<file path="src/core/lpt_map.vh">
// Purpose: constants for the low-power timer/pulse counter
// Assumes: plain Verilog-2005 includes
// Notes: selector codes and widths
`ifndef LPT_MAP_VH
`define LPT_MAP_VH

`define LPT_CNT_W 16
`define LPT_SEL_W 2
`define LPT_PSC_W 4
`define LPT_FLT_MAX 4'hf
`define LPT_SETTLE_CYC 3'h4
`define LPT_SRC_CMP 2'h0
`define LPT_SRC_PIN1 2'h1
`define LPT_SRC_PIN2 2'h2
`define LPT_SRC_PIN3 2'h3
`define LPT_CLK_IRC 2'h0
`define LPT_CLK_LPO 2'h1
`define LPT_CLK_32K 2'h2
`define LPT_CLK_EXT 2'h3
`define LPT_MODE_TIME 1'b0
`define LPT_MODE_PULSE 1'b1

`endif

</file>
<file path="src/core/lpt_tick_gen.v">
// Purpose: pick a counting clock source and derive its rising-edge ticks
// Assumes: source clocks are slow versus mclk and asynchronous to it
// Notes: each source passes a two-stage synchroniser first
`include "lpt_map.vh"
`default_nettype none

module lpt_tick_gen (
    input wire mclk,
    input wire reset_n,
    input wire [`LPT_SEL_W-1:0] clkSel,
    input wire [3:0] srcClk,
    output reg srcTick_ff
);

// ************************************************************
// synchronise all sources
// ************************************************************
reg [3:0] syncA_ff;
reg [3:0] syncB_ff;
reg selPrev_ff;

genvar gi;
generate
    for (gi = 0; gi < 4; gi = gi + 1) begin : gSync
        always @(posedge mclk or negedge reset_n) begin
            if (!reset_n) begin
                syncA_ff[gi] <= 1'b0;
                syncB_ff[gi] <= 1'b0;
            end else begin
                syncA_ff[gi] <= srcClk[gi];
                syncB_ff[gi] <= syncA_ff[gi];
            end
        end
    end
endgenerate

// ************************************************************
// edge detect on selected source
// ************************************************************
wire selLvl = syncB_ff[clkSel];

always @(posedge mclk or negedge reset_n) begin
    if (!reset_n) begin
        selPrev_ff <= 1'b0;
        srcTick_ff <= 1'b0;
    end else begin
        selPrev_ff <= selLvl;
        srcTick_ff <= selLvl & ~selPrev_ff;
    end
end

endmodule
`default_nettype wire

</file>
<file path="src/core/lpt_timer_core.v">
// Purpose: 16-bit low-power time counter or pulse counter with compare
// Assumes: config inputs are stable while disabled; mclk always runs
// Notes: reset_n is the domain reset only; system resets stay outside
//
// Notes on behaviour
// - two modes, prescaled time counting or filtered pulse counting
// - 16-bit counter and compare; equality signals compare event
// - selected clock feeds prescaler in time mode, glitch filter in pulse
// - on match either reset to zero or keep running to overflow
// - compare interrupt usable as wakeup, plus a hardware trigger
// - input select 00 comparator, 01-11 alternate pins one to three
// - clock select 00 internal, 01 1 kHz, 10 32 kHz, 11 external
// - pulse input may change any time, asynchronously, still counted
// - debug halts time counting, pulse counting continues
// - keeps running in wait, stop, low-leakage; can request wake
// - count and configuration survive ordinary system resets
// - flag sets on enabled match-and-increment; clears on disable or write
// - free-running bit 0 resets on flag, 1 only on overflow
// - interrupt asserted while enable and flag both set
`include "lpt_map.vh"
`default_nettype none

module lpt_timer_core (
    input wire mclk,
    input wire reset_n,
    input wire timerEnable,
    input wire counterMode,
    input wire [`LPT_SEL_W-1:0] pulse_input_select,
    input wire pulse_input_polarity,
    input wire [`LPT_SEL_W-1:0] prescaler_clock_select,
    input wire [`LPT_PSC_W-1:0] prescaleValue,
    input wire prescaleBypass,
    input wire free_running_select,
    input wire compare_interrupt_enable,
    input wire [`LPT_CNT_W-1:0] compare_value,
    input wire compareFlagClear,
    input wire debugHalt,
    input wire comparator_output,
    input wire [3:1] pulse_input_pin_n,
    input wire internal_reference_clock,
    input wire low_power_oscillator_1khz,
    input wire slow_external_clock_32k,
    input wire external_reference_clock,
    output reg [`LPT_CNT_W-1:0] counter_value,
    output reg compare_flag,
    output reg timerIrq,
    output reg hwTrigger
);

// ************************************************************
// clock source ticks
// ************************************************************
wire srcTick;

lpt_tick_gen uTick (
    .mclk(mclk),
    .reset_n(reset_n),
    .clkSel(prescaler_clock_select),
    .srcClk({external_reference_clock, slow_external_clock_32k,
             low_power_oscillator_1khz, internal_reference_clock}),
    .srcTick_ff(srcTick)
);

// ************************************************************
// pulse input select and synchronise
// ************************************************************
reg pinSyncA_ff;
reg pinSyncB_ff;
reg pinPrev_ff;
reg pinRaw;

always @* begin
    case (pulse_input_select)
        `LPT_SRC_CMP: pinRaw = comparator_output;
        `LPT_SRC_PIN1: pinRaw = pulse_input_pin_n[1];
        `LPT_SRC_PIN2: pinRaw = pulse_input_pin_n[2];
        default: pinRaw = pulse_input_pin_n[3];
    endcase
end

always @(posedge mclk or negedge reset_n) begin
    if (!reset_n) begin
        pinSyncA_ff <= 1'b0;
        pinSyncB_ff <= 1'b0;
    end else begin
        pinSyncA_ff <= pinRaw;
        pinSyncB_ff <= pinSyncA_ff;
    end
end

wire pinLvl = pinSyncB_ff ^ pulse_input_polarity;

// ************************************************************
// settle window after reset
// ************************************************************
// synchronisers start at 0 whatever the pins show, so the first
// edges after reset could fake a pulse or tick; hold off counting
reg [2:0] settle_ff;
wire settled = (settle_ff == `LPT_SETTLE_CYC);

always @(posedge mclk or negedge reset_n) begin
    if (!reset_n) begin
        settle_ff <= 3'h0;
    end else if (!settled) begin
        settle_ff <= settle_ff + 3'h1;
    end
end

// ************************************************************
// glitch filter and prescaler
// ************************************************************
// filter: level must hold for 2^value source ticks before it is taken;
// a short glitch restarts the count and never reaches the counter
reg [`LPT_CNT_W-1:0] divCnt_ff;
reg [`LPT_CNT_W-1:0] nxt_divCnt;
reg filtLvl_ff;
reg nxt_filtLvl;
reg incr;

// shift amount widened so the largest prescale does not wrap to zero
wire [`LPT_CNT_W-1:0] divTop =
    (`LPT_CNT_W'h1 << ({1'b0, prescaleValue} + 5'h1)) - `LPT_CNT_W'h1;
wire [`LPT_CNT_W-1:0] fltTop =
    (`LPT_CNT_W'h1 << prescaleValue) - `LPT_CNT_W'h1;

always @* begin
    nxt_divCnt = divCnt_ff;
    nxt_filtLvl = filtLvl_ff;
    incr = 1'b0;
    if (!timerEnable || !settled) begin
        nxt_divCnt = `LPT_CNT_W'h0;
        nxt_filtLvl = pinLvl;
    end else if (counterMode == `LPT_MODE_TIME) begin
        if (srcTick && !debugHalt) begin
            if (prescaleBypass || divCnt_ff == divTop) begin
                nxt_divCnt = `LPT_CNT_W'h0;
                incr = 1'b1;
            end else begin
                nxt_divCnt = divCnt_ff + `LPT_CNT_W'h1;
            end
        end
    end else begin
        if (pinLvl == filtLvl_ff) begin
            nxt_divCnt = `LPT_CNT_W'h0;
        end else if (prescaleBypass) begin
            nxt_filtLvl = pinLvl;
            incr = pinLvl;
        end else if (srcTick) begin
            if (divCnt_ff == fltTop) begin
                nxt_divCnt = `LPT_CNT_W'h0;
                nxt_filtLvl = pinLvl;
                incr = pinLvl;
            end else begin
                nxt_divCnt = divCnt_ff + `LPT_CNT_W'h1;
            end
        end
    end
end

// ************************************************************
// counter, compare flag, outputs
// ************************************************************
reg [`LPT_CNT_W-1:0] nxt_count;
reg nxt_flag;
wire hit = incr && (counter_value == compare_value);

always @* begin
    nxt_count = counter_value;
    nxt_flag = compare_flag;
    if (!timerEnable) begin
        nxt_count = `LPT_CNT_W'h0;
        nxt_flag = 1'b0;
    end else begin
        if (compareFlagClear)
            nxt_flag = 1'b0;
        if (hit)
            nxt_flag = 1'b1;
        if (hit && !free_running_select)
            nxt_count = `LPT_CNT_W'h0;
        else if (incr)
            nxt_count = counter_value + `LPT_CNT_W'h1;
    end
end

// only the block's own reset touches state
// runs from mclk in every power mode
always @(posedge mclk or negedge reset_n) begin
    if (!reset_n) begin
        divCnt_ff <= `LPT_CNT_W'h0;
        filtLvl_ff <= 1'b0;
        counter_value <= `LPT_CNT_W'h0;
        compare_flag <= 1'b0;
        timerIrq <= 1'b0;
        hwTrigger <= 1'b0;
    end else begin
        divCnt_ff <= nxt_divCnt;
        filtLvl_ff <= nxt_filtLvl;
        counter_value <= nxt_count;
        compare_flag <= nxt_flag;
        timerIrq <= nxt_flag & compare_interrupt_enable;
        hwTrigger <= nxt_flag;
    end
end

endmodule
`default_nettype wire

</file>
<file path="config.mk">
export PLATFORM = sky130hd
export DESIGN_NAME = lpt_timer_core
export DESIGN_NICKNAME = d
export VERILOG_FILES = /design/src/core/lpt_tick_gen.v /design/src/core/lpt_timer_core.v
export VERILOG_INCLUDE_DIRS = /design/src /design/src/core
export SDC_FILE = /design/constraint.sdc
export NUM_CORES = 1
export LEC_CHECK = 0
export BUFFER_PORTS_ARGS = -buffer_cell sky130_fd_sc_hd__buf_2
export CORE_ASPECT_RATIO = 1.2
export CORE_MARGIN = 2
export CORE_UTILIZATION = 58
export DETAILED_ROUTE_END_ITERATION = 7
export GPL_TIMING_DRIVEN = 0
export PLACE_DENSITY = 0.86
export SLEW_MARGIN = 15
export SYNTH_ARGS = -nofsm -noshare
export SYNTH_HDL_FRONTEND = slang
export SYNTH_SLANG_ARGS = --single-unit
</file>
<file path="constraint.sdc">
create_clock -name mclk -period 3.06 [get_ports mclk]
set_input_delay 0.612 -clock mclk [delete_from_list [all_inputs] [get_ports mclk]]
set_output_delay 0.612 -clock mclk [all_outputs]
set_load 0.1 [all_outputs]
</file>
==> results of run 1 <==
## kinds of logic (layout without fill, tap and decap cells)
kind of cell | count (synthesis) | after routing | share of synthesized area [%]
AO/OA/AOI/OAI | 106 | 106 | 18.8
XOR/XNOR | 44 | 44 | 10.0
adder cells (fa/ha/maj) | 6 | 6 | 1.88
buffers and inverters | 51 | 141 | 6.71
flip-flops | 50 | 50 | 31.4
multiplexers | 4 | 4 | 1.66
other | 1 | 1 | 0.0940
AND/OR/NAND/NOR | 218 | 218 | 29.5
## worst register-to-register path: stages (launching register included)
cell	delay, ns
dfrtp_1	0.39
inv_1	0.09
ha_1	0.18
nand2_1	0.12
nor2_1	0.63
o21a_1	0.24
clkbuf_1	0.39
nand2b_1	0.21
or3_1	0.23
nor2_1	0.09
xnor2_1	0.19
nor2_2	0.05
## where the power goes
part	switching (mW)	internal [mW]	total, mW
clock network	0.220	0.245	0.465
logic	0.218	0.186	0.404
registers	0.0182	0.677	0.696
total	0.457	1.11	1.56
## flip-flops by register name, summed over array words and instances, names as in the netlist
name / flops
hwTrigger: 1
pinSyncA_ff: 1
pinSyncB_ff: 1
counter_value: 16
uTick.selPrev_ff: 1
settle_ff: 3
uTick.srcTick_ff: 1
uTick.syncB_ff: 4
timerIrq: 1
filtLvl_ff: 1
uTick.syncA_ff: 4
divCnt_ff: 16
## placed cells by master (no fill, tap or decap), drive strengths merged, types with 7 or more instances in the layout
cell,instances
dfrtp,50
xnor2,17
clkbuf,23
and2,12
xor2,26
nand2,56
nor4,10
buf,101
inv,15
nor3,12
nand3,21
o211ai,18
nor2b,13
nor2,44
a21oi,11
or2,7
o21ai,30
## repair_timing
action                     CTS  global route
cloned                       1             1
hold buffers                 0             0
setup endpoints to repair   35            35
setup buffers               20             4
pin swaps                   20            17
gates resized for setup     42            44
## per-stage QoR
step	power, mW	util, %	instances
2_1_floorplan	0.912	-	480
6_report	1.56	74.9	657
3_5_place_dp	1.01	66.1	625
5_1_grt	1.63	74.9	657
4_1_cts	1.54	72.5	653
3_3_place_gp	1.00	66.1	625
## routing by layer
| metal | share of wire, % | GRT usage [%] |
|---|---|---|
| met4 | 4.9 | 14.5 |
| met1 | 38 | 35.3 |
| met2 | 51 | 54.3 |
| met3 | 6.2 | 3.35 |
| met5 | 0 | 0 |
## final cells by class
class	instances	area [sq um]
multi-input cells	379	2690
well taps	87	109
fillers	477	1690
flip-flops and latches	50	1250
repair buffers	83	546
plain buffers	36	280
clock buffers	5	68.8
inverters	14	52.6
clock inverters	3	43.8
## how the worst max path moves through the flow
stage | from | to | slack (ns) | depth (start not counted)
after floorplan | prescaleValue[1] | divCnt_ff[5]$_DFFE_PN0P_ | -0.10 | 13
after global placement | prescaleValue[2] | counter_value[5]$_DFFE_PN0P_ | -0.76 | 14
after detailed placement | prescaleValue[2] | counter_value[2]$_DFFE_PN0P_ | -0.84 | 15
after CTS | prescaleValue[1] | divCnt_ff[5]$_DFFE_PN0P_ | -0.08 | 13
after global routing | prescaleValue[2] | counter_value[9]$_DFFE_PN0P_ | -0.18 | 18
final | prescaleValue[0] | divCnt_ff[5]$_DFFE_PN0P_ | -0.13 | 15
==> impl_metrics.yaml, run 1 <==
setup_path:
  critPathMaxStageDelay_ns: 0.39
  rrSetupSlack_ns: 0.15
  reg2reg_depth: 11
  path_common_cell: "buf_6"
  r2r-end: "divCnt_ff[14]$_DFFE_PN0P_"
  cp_max_fo: 6
  r2r_start: "settle_ff[0]$_DFFE_PN0P_"
  critPathTopFamily: "simple AND/OR/NAND/NOR gates"
  crit_chain: "buf_8, buf_6, or4b_4, ha_4, buf_6, or3b_4, a211o_1, o211ai_1, nand4_1, nand4b_1, a22o_4, a21oi_4, buf_6, buf_8, nor2_2"
  cp-start-kind: "primary input"
  cp.arrival_ns: 3.38
  path_class: "primary input to flip-flop"
  cp.required_ns: 3.25
  crit_path_end_kind: "flip-flop"
  slowest_stage: "or3b_4"
  timing.critical_path.buf_inv: 5
timing:
  worst_slew_pin_slew_ns: 0.797
  grt_setup_unrepaired: "yes"
  holdWs_ns: 0.316
  setup_viol: 32
  fmax_mhz: 313
  setup_ws_ns: -0.130
  clock_skew_ns: 0.00468
  maxSlewHeadroom_pct: 46.6
  fin_tns_setup_ns: -2.15
  fin_crit_sh_pct: 104
  fin_crit_ns: 3.19
  finalHoldViolCount: 0
  slew_viol_final: 0
global_routing:
  antenna_found_initial: 0
  grt_first_pass_wirelength_um: 18000
  grt_max_degree: 51
  grt_pass1_vias: 3893
  track_usage_pct: 30.1
  grt.overflow.total: 0
cts:
  clk_latency_ns: 0.30
  cts_buffer_depth: 2
  cts_tree: "yes"
  cts_num_sinks: 50
  root_buffer: "clkbuf_8"
  htreeDepth: 2
  path_clk_slew_ns: 0.09
  cts_buffers: 5
logic_synthesis:
  synth.net_count: 528
  ys_seq_area_share_pct: 31.4
  yosys-top-cells-count: "nand2_1 (56), dfrtp_1 (50), nor2_1 (34)"
  synth_most_common_cell: "nand2_1"
  syn-cell-area_sq_mm: 0.00399
  yosys-top-cells-area: "dfrtp_1 (31%), xor2_1 (5.7%), nand2_1 (5.3%), xnor2_1 (3.7%), nor2_1 (3.2%)"
  ys_types: 74
  synth_ff_type: "dfrtp_1"
  synth_top_area_share_pct: 31.4
  synth_seq_cells: 50
  synth_edf_count: 0
  ys_warn_count: 0
  synth_top_area_cell: "dfrtp_1"
  syn-instance-count: 480
  async_flop_share_pct: 100
  synth_area_per_cell_sq_um: 8.31
pwr:
  ir_drop_mv: 0.347
  p_per_area_mw_per_mm2: 310
  p_leak_nw: 2.16
place:
  placed_area_sq_mm: 0.00445
  io_buffers: 58
  place_congestion: 0.954
  post-dp-hpwl_um: 7820
  post-place-ws_ns: -0.837
floorplan:
  chipWidth_um: 79.7
  fp.dieH_um: 94.8
  rows: 33
  fp.dieArea_sq_mm: 0.00756
  initial_utilization_pct: 59.3
  core_sq_mm: 0.00673
  io_pins: 61
run_status:
  status: "finished with violations"
  violations: "negative setup slack"
drt:
  viasPerCell: 6.32
  drt_iter0_markers: 294
  dr_total_vias: 4153
  drc: 0
  drtAntennaViolNets: 0
  wl_per_cell_um: 17.8
  first_pass_iters: 6
  routed_wl_um: 11700
flow_run:
  cap_violations: 0
layout:
  fin_area_sq_mm: 0.00504
  drive_gt1_share_pct: 30.2
  area_growth_pct: 26.4
  nNetsFinal: 617
  diodes: 0
hold_path:
  hp-class: "primary input to async pin"
Power figures use the tool's default switching activity.
==> inputs of run 2 (changes only) <==
--- a/config.mk
+++ b/config.mk
@@ -7,12 +7,14 @@
 export NUM_CORES = 1
 export LEC_CHECK = 0
 export BUFFER_PORTS_ARGS = -buffer_cell sky130_fd_sc_hd__buf_2
+export CELL_PAD_IN_SITES_DETAIL_PLACEMENT = 1
+export CELL_PAD_IN_SITES_GLOBAL_PLACEMENT = 2
 export CORE_ASPECT_RATIO = 1.2
 export CORE_MARGIN = 2
-export CORE_UTILIZATION = 58
+export CORE_UTILIZATION = 34
 export DETAILED_ROUTE_END_ITERATION = 7
 export GPL_TIMING_DRIVEN = 0
-export PLACE_DENSITY = 0.86
+export PLACE_DENSITY = 0.85
 export SLEW_MARGIN = 15
 export SYNTH_ARGS = -nofsm -noshare
 export SYNTH_HDL_FRONTEND = slang
==> impl_metrics.yaml, run 2 (same netlist as run 1, synthesis figures left out) <==
cts:
  htreeDepth: 2
  cts_buffer_depth: 2
  cts_buffers: 5
  cts_tree: "yes"
  cts_num_sinks: 50
  path_clk_slew_ns: 0.07
  root_buffer: "clkbuf_16"
  clk_latency_ns: 0.29
floorplan:
  core_sq_mm: 0.0115
  initial_utilization_pct: 34.6
  io_pins: 61
  fp.dieH_um: 123
  rows: 43
  fp.dieArea_sq_mm: 0.0126
  chipWidth_um: 103
global_routing:
  antenna_found_initial: 0
  grt.overflow.total: 0
  grt_max_degree: 51
  grt_first_pass_wirelength_um: 21900
  grt_pass1_vias: 4285
  track_usage_pct: 22.4
drt:
  wl_met3_um: 462
  drt_iter0_markers: 109
  wl_met2_um: 7020
  wl_per_cell_um: 18.5
  routed_wl_um: 13400
  first_pass_iters: 4
  dr_total_vias: 4021
  top_layer_used: "met4"
  m1WireLength_um: 5210
  drtAntennaViolNets: 0
  viasPerCell: 5.55
  drc: 0
setup_path:
  reg2reg_depth: 10
  r2r_start: "settle_ff[0]$_DFFE_PN0P_"
  cp.required_ns: 3.24
  cp_max_fo: 8
  r2r-end: "counter_value[0]$_DFFE_PN0P_"
  crit_path_end_kind: "flip-flop"
  rrSetupSlack_ns: 0.08
  cp-start-kind: "primary input"
  path_class: "primary input to flip-flop"
  cp.arrival_ns: 3.39
timing:
  clock_skew_ns: 0.00493
  setup_viol: 27
  fin_crit_sh_pct: 105
  setup_ws_ns: -0.143
  finalHoldViolCount: 0
  fin_crit_ns: 3.20
  maxSlewHeadroom_pct: 44.9
  fmax_mhz: 312
  slew_viol_final: 0
  grt_setup_unrepaired: "yes"
  worst_slew_pin_slew_ns: 0.824
run_status:
  status: "finished with violations"
  violations: "negative setup slack"
layout:
  final_common_cell: "buf_2"
  final_core_util_pct: 45.3
  area_growth_pct: 30.7
  diodes: 0
  fin_cells: 724
  reg_top3: "counter_value (16), divCnt_ff (16)"
  final_cell_mix: "buf_2 (59), nand2_1 (51), dfrtp_1 (50), nor2_1 (28), xor2_1 (25)"
  drive_gt1_share_pct: 30.3
  nNetsFinal: 614
flow_run:
  cap_violations: 0
pwr:
  p_leak_nw: 2.20
  ir_drop_mv: 0.260
  finalPower_mw: 1.70
  p_per_area_mw_per_mm2: 325
place:
  placed_cells: 695
  post-place-ws_ns: -0.952
  io_buffers: 58
  place_congestion: 0.885
  post-dp-hpwl_um: 9440
hold_path:
  hp-class: "primary input to async pin"
[run 2: changes by cell type in the layout (fill, tap and decap cells not counted), sizes merged]
cell    change
buf         -1
bufinv      -1
inv         -1
[run 2: cell type report]
type | count | area, sq um
buffer | 32 | 220
inverter | 14 | 52.6
sequential | 50 | 1250
tap | 157 | 196
multi-input combinational | 379 | 2760
fill | 1411 | 6300
clock inverter | 1 | 8.76
timing repair buffer | 84 | 578
clock buffer | 7 | 153
[run 2: where the power goes]
part	total [mW]	internal (mW)	switching, mW
clock network	0.595	0.349	0.246
registers	0.697	0.678	0.0187
logic	0.404	0.180	0.224
[run 2: what timing repair did]
action | 4_1_cts | 5_1_grt
gates resized for setup | 81 | 23
buffers inserted | 27 | 1
gates cloned | 2 | 0
hold buffers | 0 | 0
pin swaps | 23 | 10
setup endpoints to repair | 35 | 34
[run 2: worst max-delay path by stage]
stage                          start                      endpoint  slack [ns]  cells past startpoint
detailed placement  prescaleValue[2]  counter_value[4]$_DFFE_PN0P_       -0.95                     14
global route        prescaleValue[1]     divCnt_ff[12]$_DFFE_PN0P_       -0.22                     12
global placement    prescaleValue[2]  counter_value[4]$_DFFE_PN0P_       -0.94                     14
finish              prescaleValue[1]     divCnt_ff[15]$_DFFE_PN0P_       -0.14                     12
CTS                 prescaleValue[0]     divCnt_ff[14]$_DFFE_PN0P_       -0.15                     14
floorplan           prescaleValue[1]      divCnt_ff[5]$_DFFE_PN0P_       -0.10                     13
[run 2: routing by layer]
| layer | vias to the layer above | GRT usage (%) |
|---|---|---|
| met5 | - | 0 |
| met4 | 0 | 12.8 |
| met3 | 40 | 2.68 |
| met2 | 123 | 40.2 |
| met1 | 1989 | 25.3 |
| li1 | 1869 | - |
[run 2: per-stage QoR]
stage | setup TNS [ns] | instance area (sq um) | hold WS (ns)
6_report | -2.05 | 5220 | 0.343
2_1_floorplan | -1.04 | 4050 | 0.316
3_3_place_gp | -29.00 | 4530 | 0.332
3_5_place_dp | -29.21 | 4530 | 0.336
4_1_cts | -2.07 | 5230 | 0.352
5_1_grt | -5.03 | 5220 | 0.361
[run 2: worst max-delay path: stages]
cell and delay (ns):
buf_12 0.10, or4b_4 0.56, ha_4 0.22, nand4bb_1 0.21
a211o_1 0.28, o211ai_1 0.11, nand4_1 0.24, nand4b_1 0.32
a22o_4 0.31, a21oi_4 0.20, buf_6 0.18, nor2_2 0.04
